===== config.mk =====
export PLATFORM = sky130hd
export DESIGN_NAME = channel_status_buffer
export DESIGN_NICKNAME = d
export VERILOG_FILES = /design/src/design/cstat_pkg.sv /design/src/design/bit_stream_if.sv /design/src/design/channel_status_buffer.sv /design/src/design/stream_fifo.sv /design/src/design/status_mem.sv
export SDC_FILE = /design/constraint.sdc
export NUM_CORES = 1
export LEC_CHECK = 0
export CAP_MARGIN = 25
export CORE_ASPECT_RATIO = 0.6
export CORE_MARGIN = 2
export CORE_UTILIZATION = 35
export CTS_CLUSTER_SIZE = 8
export DETAILED_ROUTE_END_ITERATION = 8
export DONT_BUFFER_PORTS = 1
export PLACE_DENSITY = 0.56
export SLEW_MARGIN = 20
export SYNTH_ARGS = -nofsm -noshare
export SYNTH_HDL_FRONTEND = slang
export SYNTH_SLANG_ARGS = --single-unit

===== constraint.sdc =====
create_clock -name ref_clk_in -period 3 [get_ports ref_clk_in]
set_clock_uncertainty 0.2 [all_clocks]
set_input_delay 0.6 -clock ref_clk_in [delete_from_list [all_inputs] [get_ports ref_clk_in]]
set_output_delay 0.6 -clock ref_clk_in [all_outputs]
set_load 0.02 [all_outputs]

===== src/design/cstat_pkg.sv =====
// Shared constants for the channel status buffer block.
package cstat_pkg;

   // Buffer geometry: five status bytes for each of the two subframe channels.
   localparam int CS_BYTES_PER_CHAN = 5;
   localparam int NUM_CHANS = 2;
   localparam int BUF_BYTES = CS_BYTES_PER_CHAN * NUM_CHANS;
   localparam int STORED_BITS = BUF_BYTES * 8;

   // Frame counts within one status block.
   localparam logic [7:0] BLOCK_FRAMES = 8'hc0;
   localparam logic [7:0] LAST_FRAME = 8'hbf;
   localparam logic [7:0] LAST_CAPTURE_FRAME = 8'h27;

   // Serial stream buffering.
   localparam int FIFO_WIDTH = 1;
   localparam int FIFO_DEPTH = 16;
   localparam int OUT_PIN_COUNT = 3;

   // Register offsets on the control port.
   localparam logic [6:0] ADDR_SECOND_CONTROL = 7'h02;
   localparam logic [6:0] ADDR_INT_ENABLE = 7'h04;
   localparam logic [6:0] ADDR_PIN_ROUTE = 7'h09;
   localparam logic [6:0] ADDR_INT_STATUS = 7'h0c;
   localparam logic [6:0] ADDR_STATUS_FIRST = 7'h19;
   localparam logic [6:0] ADDR_STATUS_LAST = 7'h22;

   // Field positions.
   localparam int INHIBIT_BIT = 7;
   localparam int XFER_INT_BIT = 0;
   localparam int PIN_ROUTE_LSB = 0;

   // Values after reset, and the byte index used when no status byte is read.
   localparam logic [7:0] SECOND_CONTROL_RESET = 8'h00;
   localparam logic [7:0] INT_ENABLE_RESET = 8'h00;
   localparam logic [7:0] PIN_ROUTE_RESET = 8'h00;
   localparam logic [3:0] NO_BYTE_INDEX = 4'hf;

   // Capture sequencer states.
   typedef enum logic [1:0] {
      CAP_HUNT = 2'b00,
      CAP_FILL = 2'b01,
      CAP_WAIT = 2'b10
   } capture_state_e;

endpackage : cstat_pkg


===== src/design/bit_stream_if.sv =====
`timescale 1ns/1ps
// Valid and ready stream between the top and its FIFO.
interface bit_stream_if #(parameter int WIDTH = 1);
   logic push_valid;
   logic push_ready;
   logic [WIDTH-1:0] push_data;
   logic pop_valid;
   logic pop_ready;
   logic [WIDTH-1:0] pop_data;

   // The storage side takes pushes and offers pops.
   modport store(input push_valid, push_data, pop_ready, output push_ready, pop_valid, pop_data);
   // The user side fills and drains.
   modport user(output push_valid, push_data, pop_ready, input push_ready, pop_valid, pop_data);
endinterface : bit_stream_if


===== src/design/channel_status_buffer.sv =====
`timescale 1ns/1ps
// What this block does
// - Stores five status bytes per channel, eighty bits in all.
// - Earliest received status bit lands in each byte's most significant bit.
// - Channel A byte zero reads at address 19h, top bit is pro/consumer.
// - Capture buffer fills bit by bit with the status bits of frames 0 to 39 of each block.
// - Host buffer loads only whole blocks from the capture buffer.
// - Host buffer is readable through the control port register space.
// - Serial stream goes to a chosen output pin in software mode, dedicated pin otherwise.
// - Serial stream advances one bit on each output frame clock edge while data waits.
// - With its enable set, each block transfer raises an interrupt.
// - Inhibit bit in second control register 02h stops block transfers.
// - Transfers come about one block, 192 frames, apart.
module channel_status_buffer
   import cstat_pkg::*;
(
   // Clock, reset and clock enable
   input wire logic ref_clk_in,
   input wire logic rst_n_in,
   input wire logic clk_en_in,
   // Mode strap level
   input wire logic hardware_mode_in,
   // Decoded receiver status bits
   input wire logic rx_bit_valid_in,
   input wire logic rx_cbit_in,
   input wire logic rx_chan_b_in,
   input wire logic rx_block_start_in,
   // Output frame timing
   input wire logic output_frame_clock_in,
   // Control port
   input wire logic [6:0] reg_addr_in,
   input wire logic reg_wr_in,
   input wire logic reg_rd_in,
   input wire logic [7:0] reg_wdata_in,
   output logic [7:0] reg_rdata_out,
   output logic reg_rvalid_out,
   // Pins
   output logic cstat_serial_out,
   output logic [OUT_PIN_COUNT-1:0] general_purpose_output_out,
   output logic irq_out,
   output logic rx_ready_out
);

   typedef struct packed {
      capture_state_e cap;
      logic [7:0] frame;
      logic [BUF_BYTES-1:0][7:0] dbuf;
      logic xfer_pend;
      logic [7:0] second_control;
      logic [7:0] int_enable;
      logic [7:0] pin_route;
      logic int_status;
      logic flag_snap;
      logic irq;
      logic ofc_prev;
      logic ser;
      logic cstat_pin;
      logic [OUT_PIN_COUNT-1:0] gp_out;
      logic rd_stage;
      logic [6:0] rd_addr;
      logic [7:0] rdata;
      logic rvalid;
      logic rx_ready;
   } top_state_s;

   top_state_s st;
   top_state_s next_st;

   bit_stream_if #(.WIDTH(FIFO_WIDTH)) stream_bus();

   logic [7:0] mem_rd_data;
   logic [3:0] mem_rd_index;
   logic ofc_edge;
   logic inhibit;
   logic [3:0] byte_index;
   logic [2:0] bit_pos;
   logic in_capture_window;
   logic status_addr_hit;
   logic [6:0] status_offset;
   logic [1:0] route_sel;

   // Outputs come straight from the state register.
   assign reg_rdata_out = st.rdata;
   assign reg_rvalid_out = st.rvalid;
   assign cstat_serial_out = st.cstat_pin;
   assign general_purpose_output_out = st.gp_out;
   assign irq_out = st.irq;
   assign rx_ready_out = st.rx_ready;

   // Every decoded bit enters the serial stream FIFO; a full FIFO drops the bit
   // rather than stalling the receiver, which cannot be held back.
   assign stream_bus.push_valid = rx_bit_valid_in;
   assign stream_bus.push_data = rx_cbit_in;

   // One pop per output frame clock edge, rising or falling.
   assign ofc_edge = (output_frame_clock_in != st.ofc_prev);
   assign stream_bus.pop_ready = ofc_edge;

   assign inhibit = st.second_control[INHIBIT_BIT];
   assign route_sel = st.pin_route[PIN_ROUTE_LSB +: 2];

   // Byte and bit position of the current frame's status bit in the capture buffer.
   // Channel B bytes follow the five channel A bytes.
   assign byte_index = rx_chan_b_in ? 4'(4'(CS_BYTES_PER_CHAN) + {1'b0, st.frame[5:3]})
                                    : {1'b0, st.frame[5:3]};
   assign bit_pos = ~st.frame[2:0];
   assign in_capture_window = (st.frame <= LAST_CAPTURE_FRAME);

   // Host buffer address decode; the offset indexes the byte store directly.
   assign status_addr_hit = (reg_addr_in >= ADDR_STATUS_FIRST) &&
                            (reg_addr_in <= ADDR_STATUS_LAST);
   assign status_offset = 7'(reg_addr_in - ADDR_STATUS_FIRST);
   assign mem_rd_index = (reg_rd_in && status_addr_hit) ? status_offset[3:0]
                                                        : NO_BYTE_INDEX;

   // Serial stream storage between receiver and output pin.
   stream_fifo #(
      .WIDTH(FIFO_WIDTH),
      .DEPTH(FIFO_DEPTH)
   ) u_stream_fifo (
      .clk_in(ref_clk_in),
      .rst_n_in(rst_n_in),
      .clk_en_in(clk_en_in),
      .bus(stream_bus.store)
   );

   // Host-visible block store, loaded only by a whole-block transfer.
   status_mem u_status_mem (
      .clk_in(ref_clk_in),
      .rst_n_in(rst_n_in),
      .clk_en_in(clk_en_in),
      .load_in(st.xfer_pend),
      .load_data_in(st.dbuf),
      .rd_index_in(mem_rd_index),
      .rd_data_out(mem_rd_data)
   );

   // Next state of the whole block.
   always_comb begin
      next_st = st;
      next_st.xfer_pend = 1'b0;
      next_st.rvalid = 1'b0;
      next_st.rd_stage = 1'b0;
      next_st.ofc_prev = output_frame_clock_in;
      next_st.rx_ready = stream_bus.push_ready;

      // Capture sequencer. A block start on a channel A bit always restarts the fill, so a block
      // cut short by a new start is thrown away and never reaches the host.
      if (rx_bit_valid_in) begin
         if (rx_block_start_in && !rx_chan_b_in) begin
            next_st.cap = CAP_FILL;
            next_st.frame = 8'h00;
            next_st.dbuf[{1'b0, 3'h0}][3'h7] = rx_cbit_in;
         end else begin
            case (st.cap)
               CAP_HUNT: begin
                  next_st.frame = 8'h00;
               end
               CAP_FILL: begin
                  if (in_capture_window) begin
                     next_st.dbuf[byte_index][bit_pos] = rx_cbit_in;
                  end
                  if (rx_chan_b_in) begin
                     next_st.frame = 8'(st.frame + 1'b1);
                     if (st.frame == LAST_CAPTURE_FRAME) begin
                        // Block complete: copy it out unless the host holds it off.
                        // While inhibited the host buffer keeps its old block and
                        // the next complete block goes through once cleared.
                        next_st.cap = CAP_WAIT;
                        if (!inhibit) begin
                           next_st.xfer_pend = 1'b1;
                        end
                     end
                  end
               end
               CAP_WAIT: begin
                  // Remaining frames of the block carry nothing we store.
                  if (rx_chan_b_in) begin
                     if (st.frame == LAST_FRAME) begin
                        next_st.cap = CAP_HUNT;
                        next_st.frame = 8'h00;
                     end else begin
                        next_st.frame = 8'(st.frame + 1'b1);
                     end
                  end
               end
               default: begin
                  next_st.cap = CAP_HUNT;
                  next_st.frame = 8'h00;
               end
            endcase
         end
      end

      // Serial output bit: a new bit on each frame clock edge while data waits;
      // an underrun holds the previous bit rather than inventing one.
      if (ofc_edge && stream_bus.pop_valid) begin
         next_st.ser = stream_bus.pop_data[0];
      end

      // Pin routing: the dedicated pin in hardware mode, one chosen output pin otherwise.
      next_st.cstat_pin = hardware_mode_in ? next_st.ser : 1'b0;
      for (int i = 0; i < OUT_PIN_COUNT; i++) begin
         next_st.gp_out[i] = !hardware_mode_in && (route_sel == 2'(i + 1)) &&
                          next_st.ser;
      end

      // Register writes; read-only addresses and unknown ones are ignored.
      if (reg_wr_in) begin
         case (reg_addr_in)
            ADDR_SECOND_CONTROL: begin
               next_st.second_control = reg_wdata_in;
            end
            ADDR_INT_ENABLE: begin
               next_st.int_enable = reg_wdata_in;
            end
            ADDR_PIN_ROUTE: begin
               next_st.pin_route = reg_wdata_in;
            end
            default: begin
            end
         endcase
      end

      // Transfer flag clears on read of its register, but a transfer in the
      // same cycle wins so no event is lost.
      if (reg_rd_in && (reg_addr_in == ADDR_INT_STATUS)) begin
         next_st.int_status = 1'b0;
      end
      if (next_st.xfer_pend) begin
         next_st.int_status = 1'b1;
      end
      next_st.irq = next_st.int_status && st.int_enable[XFER_INT_BIT];

      // Reads take two cycles: the byte store answers from a register first,
      // then the result is registered again onto the port.
      if (reg_rd_in) begin
         next_st.rd_stage = 1'b1;
         next_st.rd_addr = reg_addr_in;
         // The flag is captured at the take, before its clear lands.
         next_st.flag_snap = st.int_status;
      end
      if (st.rd_stage) begin
         next_st.rvalid = 1'b1;
         if ((st.rd_addr >= ADDR_STATUS_FIRST) && (st.rd_addr <= ADDR_STATUS_LAST)) begin
            next_st.rdata = mem_rd_data;
         end else begin
            case (st.rd_addr)
               ADDR_SECOND_CONTROL: next_st.rdata = st.second_control;
               ADDR_INT_ENABLE: next_st.rdata = st.int_enable;
               ADDR_PIN_ROUTE: next_st.rdata = st.pin_route;
               // The answer carries the flag as it stood when the read was taken.
               ADDR_INT_STATUS: next_st.rdata = {7'h00, st.flag_snap};
               default: next_st.rdata = 8'h00;
            endcase
         end
      end
   end

   // State register; everything freezes while the clock enable is low.
   always_ff @(posedge ref_clk_in or negedge rst_n_in) begin
      if (!rst_n_in) begin
         st <= '0;
         st.cap <= CAP_HUNT;
         st.second_control <= SECOND_CONTROL_RESET;
         st.int_enable <= INT_ENABLE_RESET;
         st.pin_route <= PIN_ROUTE_RESET;
      end else if (clk_en_in) begin
         st <= next_st;
      end
   end
endmodule : channel_status_buffer


===== src/design/stream_fifo.sv =====
`timescale 1ns/1ps
// Small synchronous FIFO; full and empty come from the stored count.
module stream_fifo #(
   parameter int WIDTH = 1,
   parameter int DEPTH = 16
) (
   // Clock and control
   input wire logic clk_in,
   input wire logic rst_n_in,
   input wire logic clk_en_in,
   // Stream
   bit_stream_if.store bus
);
   localparam int PTR_W = $clog2(DEPTH);

   typedef struct packed {
      logic [DEPTH-1:0][WIDTH-1:0] cells;
      logic [PTR_W-1:0] wptr;
      logic [PTR_W-1:0] rptr;
      logic [PTR_W:0] count;
   } fifo_state_s;

   fifo_state_s st;
   fifo_state_s next_st;
   logic do_push;
   logic do_pop;

   // Handshake flags straight from the count, so full and empty are exact.
   assign bus.push_ready = (st.count != (PTR_W+1)'(DEPTH));
   assign bus.pop_valid = (st.count != '0);
   assign bus.pop_data = st.cells[st.rptr];

   // Pointer and count update; a push and a pop together leave the count alone.
   always_comb begin
      next_st = st;
      do_push = bus.push_valid && bus.push_ready;
      do_pop = bus.pop_ready && bus.pop_valid;
      if (do_push) begin
         next_st.cells[st.wptr] = bus.push_data;
         next_st.wptr = PTR_W'(st.wptr + 1'b1);
      end
      if (do_pop) begin
         next_st.rptr = PTR_W'(st.rptr + 1'b1);
      end
      if (do_push && !do_pop) begin
         next_st.count = (PTR_W+1)'(st.count + 1'b1);
      end else if (do_pop && !do_push) begin
         next_st.count = (PTR_W+1)'(st.count - 1'b1);
      end
   end

   // State register, frozen while the clock enable is low.
   always_ff @(posedge clk_in or negedge rst_n_in) begin
      if (!rst_n_in) begin
         st <= '0;
      end else if (clk_en_in) begin
         st <= next_st;
      end
   end
endmodule : stream_fifo


===== src/design/status_mem.sv =====
`timescale 1ns/1ps
// Host-visible status store: loaded whole, read one byte at a time.
module status_mem
   import cstat_pkg::*;
(
   // Clock and control
   input wire logic clk_in,
   input wire logic rst_n_in,
   input wire logic clk_en_in,
   // Whole-block load
   input wire logic load_in,
   input wire logic [BUF_BYTES-1:0][7:0] load_data_in,
   // Byte read
   input wire logic [3:0] rd_index_in,
   output logic [7:0] rd_data_out
);
   typedef struct packed {
      logic [BUF_BYTES-1:0][7:0] bytes;
      logic [7:0] rd_data;
   } mem_state_s;

   mem_state_s st;
   mem_state_s next_st;

   assign rd_data_out = st.rd_data;

   // A read in the load cycle returns the old block; indices past the end read zero.
   always_comb begin
      next_st = st;
      if (load_in) begin
         next_st.bytes = load_data_in;
      end
      if (rd_index_in < 4'(BUF_BYTES)) begin
         next_st.rd_data = st.bytes[rd_index_in];
      end else begin
         next_st.rd_data = 8'h00;
      end
   end

   // State register.
   always_ff @(posedge clk_in or negedge rst_n_in) begin
      if (!rst_n_in) begin
         st <= '0;
      end else if (clk_en_in) begin
         st <= next_st;
      end
   end
endmodule : status_mem


Yosys cells after proc, flatten, opt, wreduce, memory -nomap -nowiden. Index checks and enable logic that the tools add are counted.

$add $sub $neg: 7. $lt $le $gt $ge: 14. Eq/ne operators: 22. Mux-type cells: 41. Bitwise logic cells: 2. Reductions and logical operators: 41.

Operator list (count): 80-bit bitwise mux (1); 8-bit two-way mux (7); 8-bit binary-select mux with 4-bit select (1); 8-bit demux with 4-bit select (1); 8-bit one-hot mux with 4 select lines (1); 10-bit two-way mux (3); 7-bit by 4-bit == test with 1-bit output, second input constant (4); 4-bit by 5-bit less-than comparator with 1-bit output, second input constant (4); 1-bit logical AND (19); 16-bit bitwise mux (1); 8-bit one-hot mux with 2 select lines (1); 7-bit by 2-bit == test with 1-bit output, second input constant (2); 7-bit by 3-bit == test with 1-bit output, second input constant (2); 7-bit by 5-bit >= comparator with 1-bit output, second input constant (2); 7-bit by 6-bit <= comparator with 1-bit output, second input constant (2); 1-bit two-way mux (14); 3-bit inequality test, second input constant (4); 2-bit AND reduction (6); 5-bit two-way mux (2); 9-bit two-way mux (1); 3-bit AND reduction (3); 4-bit by 1-bit adder with 4-bit output, second input constant (2); 8-bit by 1-bit adder with 8-bit output, second input constant (1); 8-bit by 6-bit == test with 1-bit output, second input constant (1); other kinds (30) (42).

Bits in registers: 259. Bits of input ports: 26. Output and inout port bits: 15. Logic and storage cells: 186.

Longest topological paths before layout.
Depth in word-level cells: 14. Mapped depth: 11. Depth with buffers taken out: 11.

Cells and area by module. A second synthesis with hierarchy kept.

Cell total of the unflattened synthesis: 1040. Area total of the unflattened synthesis: 12901.1 um^2.

By module, submodules not included: channel_status_buffer (times used 1, cells an instance 621, area an instance 7210.7 um^2, sequential area each 3553.4 um^2); status_mem (times used 1, cells an instance 273, area an instance 4038.9 um^2, sequential area each 2202.1 um^2); stream_fifo (times used 1, cells an instance 146, area an instance 1651.6 um^2, sequential area each 725.7 um^2).

Worst setup path after synthesis. No wires, ideal clock.

Kind: in2reg. From: in reg_addr_in[0]. To: reg u_status_mem.st (netlist bit u_status_mem.rd_data_out[1]). Library setup time: 126 ps. Data arrival time: 2656 ps. Required time: 2674 ps. Slack: 18 ps. Stages: 11. Buffers on the path: 3. Path through: buf_2 > inv_1 > clkbuf_1 > ha_1 > nand2b_1 > a31oi_2 > nor2_4 > buf_6 > a221oi_1 > a211oi_1 > o311a_1.

Cells in the longest elaborated chain, start to end: 7. Elaborated cells on any way between the ends: 10. Those cells by class: add/sub: 1; order compare: 3; mux: 4; reduce/logical: 2.

RTL lines: from (decl) (line channel_status_buffer.sv:31) `input wire logic [6:0] reg_addr_in,`; 7-bit by 5-bit >= comparator with 1-bit output or 7-bit by 6-bit <= comparator with 1-bit output (tied branches) (line channel_status_buffer.sv:110, channel_status_buffer.sv:111); 1-bit logical AND (line channel_status_buffer.sv:110) `assign status_addr_hit = (reg_addr_in >= ADDR_STATUS_FIRST) &&`; 1-bit logical AND (line channel_status_buffer.sv:113) `assign mem_rd_index = (reg_rd_in && status_addr_hit) ? status_offset[3:0]`; 4-bit two-way mux * (line channel_status_buffer.sv:113); 8-bit binary-select mux with 4-bit select (line status_mem.sv:34) `next_st.rd_data = st.bytes[rd_index_in];`; 8-bit two-way mux (not written as such) (line status_mem.sv:34); 8-bit two-way mux * (line status_mem.sv:33) `if (rd_index_in < 4'(BUF_BYTES)) begin`; to (signal assigned) (line status_mem.sv:45) `st <= next_st;`; to (decl) (line status_mem.sv:22) `mem_state_s st;`.

Mark *: on every way between the ends. The rest lies on a longest branch, timed or not. The select of a mux whose other input is x is not followed. A chain may end at the register's enable or synchronous reset.

Worst setup path after layout.
From: reg u_stream_fifo.st[5] (netlist name). To: reg st (netlist bit general_purpose_output_out[1]).

Cells in the longest elaborated chain, start to end: 4.

RTL lines: from (decl) (line stream_fifo.sv:23) `fifo_state_s st;`; from (signal assigned) (line stream_fifo.sv:57) `st <= next_st;`; 1-bit binary-select mux with 4-bit select (line stream_fifo.sv:31) `assign bus.pop_data = st.cells[st.rptr];`; 1-bit two-way mux (not written as such) (line stream_fifo.sv:31); 1-bit two-way mux (line channel_status_buffer.sv:197) `if (ofc_edge && stream_bus.pop_valid) begin`; 1-bit logical AND (line channel_status_buffer.sv:204) `next_st.gp_out[i] = !hardware_mode_in && (route_sel == 2'(i + 1)) &&`; to (signal assigned) (line channel_status_buffer.sv:269) `st <= next_st;`; to (decl) (line channel_status_buffer.sv:66) `top_state_s st;`.

No other way between the ends. The select of a mux whose other input is x is not followed.

==> metrics.md <==
| Metric | Value |
|---|---|
| Synth warn | 0 |
| Slowest-stage cell, CP | mux4_2 |
| Post-synth EDFFs | 0 |
| Clock network power share | 41.1% |
| Global Route Usage Sum | 17.3% |
| Yosys cell types | 67 |
| Final hold viol count | 259 |
| Post-CTS Resized | 0 |
| H-tree depth | 2 |
| CP endpoint kind | flip-flop |
| Fin crit period | 2.79 ns |
| Net Sw Frac | 26.2% |
| Synth top area cells | dfrtp_1, mux2_2, nor2_1, mux2i_1, ha_1 |
| Hpwl dp | 19.8 mm |
| Rows | 52 |
| Setup Buffers After CTS | 0 |
| Seq pwr share | 46.0% |
| Combinational power share | 12.8% |
| Area growth, synth to finish | 13.2% |
| Via density | 5.33 |
| Top cell type's share of synthesized area | 53.0% |
| Max-slew violation count | 0 |
| Initial Utilization | 35.9% |
| Max Cap Violations | 0 |
| Vias in the first global route | 8151 |
| Outcome | finished with violations |
| Critical Path RT | 3.20 ns |
| GP Congestion | 0.807 |
| Final period utilization | 92.9% |
| Worst-margin pin slew | 0.689 ns |
| Die Span X | 245 um |
| Antenna Nets Post-Route | 0 |
| Top delay family on crit path | multiplexers |
| Highest Clock Rate | 359 MHz |
| Post-Route Utilization | 40.7% |
| Final setup vio count | 0 |
| Max Root-Sink Buffers | 3 |
| IR drop worst, VDD | 0.000423 V |
| Io pins | 41 |
| CTS clk-pin slew, worst paths | 0.05 ns |
| Setup crit start kind | flip-flop |
| Fill count | 3199 |
| Ratio of cells with drive above 1 in the final layout | 30.3% |
| Leading area contributor after synthesis | dfrtp_1 |
| Die height | 149 um |
| Failing checks | hold timing |
| Register area share after synthesis | 53.0% |
| Crit path kind | flip-flop to flip-flop |
| Core Box Area | 34000 um2 |
| Pwr Density | 653 nW/um2 |
| Die area | 36500 um2 |
| Total CTS buffers | 38 |
| Largest net degree at the start of global routing | 260 |
| WP data arrival | 2.99 ns |
| CTS tree | done |
| RSZ-0062 raised after global routing | false |
| Sum Neg Setup Slack | 0 ns |
| IO Port Bufs | 0 |
| Nets@finish | 1082 |
| Sw power | 0.00237 W |
| Avg Cell Area, Syn | 12.0 um2 |
| CTS Hold Bufs | 4 |
| DR WL/cell | 20.1 um |
| PnR Total Power | 0.00904 W |
| DRC Markers | 0 |
| Syn Inst Count | 1016 |
| DRT iter0 DRCs | 530 |
| Netlist Area Pre-Place | 12200 um2 |
| Syn_nets | 1061 |
| WP buf/inv | 2 |
| Clock sink count | 259 |
| Antenna diode count | 0 |
| Crit Path Max Fanout | 7 |
| Int Pwr | 0.00668 W |
| Final wirelength | 30.1 mm |
| Initial antenna violation count | 0 |
| Fraction of registers with async set/reset | 100% |
| Min-delay worst type | primary input to asynchronous set/reset pin |
| Slew margin rel. | 53.6% |
| Root Driver | clkbuf_16 |
| Clk Latency, worst-skew pair | 0.52 ns |
| Leak Pwr | 6.41 nW |
| Vias | 7983 |
| Main synth FF type | dfrtp_1 |
| Synth Register Bits | 259 |
| DRT Pass-1 Iters | 5 |
| Min Hold Slack | -0.425 ns |
| Max incr delay on CP | 0.58 ns |
| First-pass GRT wire length | 48.5 mm |
| CP Cell Sequence | mux4_2 -> mux2i_1 -> nor3b_1 -> a211oi_1 -> buf_4 -> o41ai_1 -> dlygate4sd3_1 |
| GRT overflow | 0 |
## power by group through the flow
stage | logic, W | clock network [W] | registers [W]
6_report | 0.00116 | 0.00372 | 0.00416
3_5_place_dp | 0.00115 | 0 | 0.00421
4_1_cts | 0.00116 | 0.00383 | 0.00416
2_1_floorplan | 0.00104 | 0 | 0.00404
5_1_grt | 0.00130 | 0.00399 | 0.00421
3_3_place_gp | 0.00113 | 0 | 0.00421
## through the flow
stage          hold slack, ns  instance area (um2)  setup slack (ns)  cells
2_1_floorplan           0.104                12200            0.0184   1016
3_3_place_gp            0.110                12800             0.323   1451
3_5_place_dp            0.111                12800             0.270   1451
4_1_cts                -0.446                13800             0.188   1496
5_1_grt                -0.452                13800            0.0293   1497
6_report               -0.425                13800             0.214   1497
## final cells by class
| cell class | instances | area, um2 | share of cell area, % |
|---|---|---|---|
| Clock inverter | 2 | 16.3 | 0.118 |
| Tap cell | 459 | 574 | 4.15 |
| Multi-Input combinational cell | 674 | 5350 | 38.7 |
| Clock buffer | 39 | 976 | 7.05 |
| Timing Repair Buffer | 44 | 365 | 2.64 |
| Sequential cell | 259 | 6480 | 46.8 |
| Inverter | 20 | 75.1 | 0.542 |
## cells in the mapped netlist (10+ instances only)
cell type / number
dfrtp_1: 259
mux2_2: 205
nor2_1: 101
nand2_1: 58
nand3_1: 33
clkbuf_1: 32
mux2i_1: 26
o21ai_0: 26
a21oi_1: 21
inv_1: 20
ha_1: 18
a221oi_1: 16
a31oi_1: 14
buf_4: 12
nand2b_1: 11
nor2b_1: 11
nand4_1: 10
## worst paths after layout
check                                                 from                                        end  slack [ns]  depth (start not counted)
setup / recovery           u_stream_fifo.st[5]$_DFFE_PN0P_  general_purpose_output_out[1]$_DFFE_PN0P_        0.21                          7
hold / removal                                    rst_n_in                         st[32]$_DFFE_PN0P_       -0.42                          0
setup reg to reg           u_stream_fifo.st[5]$_DFFE_PN0P_  general_purpose_output_out[1]$_DFFE_PN0P_        0.21                          7
hold reg to reg                         st[85]$_DFFE_PN0P_                         st[85]$_DFFE_PN0P_        0.29                          1
max in group asynchronous                         rst_n_in                         st[59]$_DFFE_PN0P_        2.54                          0
min in group ref_clk_in                     reg_addr_in[6]                         st[16]$_DFFE_PN0P_        0.03                          1
## cell usage in the layout, fill, tap and decap left out, types with 7 or more instances in the layout
master     count
mux2i_1       26
nand2_1       57
inv_1         20
o21ai_1        7
a221oi_1      16
nor2b_1       11
nand2b_1      11
or2_2          8
o21ai_0       26
a31oi_1       14
ha_1          18
nor2_1       101
nand3_1       33
nand4_1       10
mux2_2       205
o311a_1        7
a211oi_1       9
a222oi_1       7
xnor2_1        7
dfrtp_1      259
a21oi_1       21
buf_4         38
clkbuf_16     39
## routing by layer
layer | vias to the layer above | global-route usage [%] | share of wire (%)
met3 | 36 | 3.76 | 6.0
li1 | 3667 | - | -
met2 | 181 | 22.9 | 39
met5 | - | 0 | 0
met1 | 4099 | 27.9 | 54
met4 | 0 | 4.05 | 1.5
## state kept, by name, indices dropped and copies added, names as in the netlist
name,count
inhibit,1
u_status_mem.st,80
general_purpose_output_out,3
irq_out,1
reg_rdata_out,8
u_status_mem.rd_data_out,8
u_stream_fifo.st,29
st,124
reg_rvalid_out,1
rx_ready_out,1
route_sel,2
cstat_serial_out,1
## kinds of logic (layout without fill, tap and decap cells)
family / after synthesis / in the layout / synth area share, %
buffers and inverters: 83 / 105 / 3.25
muxes: 236 / 236 / 21.8
DFF: 259 / 259 / 53.0
AOI/OAI and AO/OA: 135 / 135 / 7.82
xor gates and xnor gates: 13 / 13 / 0.931
and+or+nand+nor: 271 / 271 / 11.1
adders and majority gates: 19 / 19 / 2.01
No activity file was read; power rests on OpenSTA's default activity.
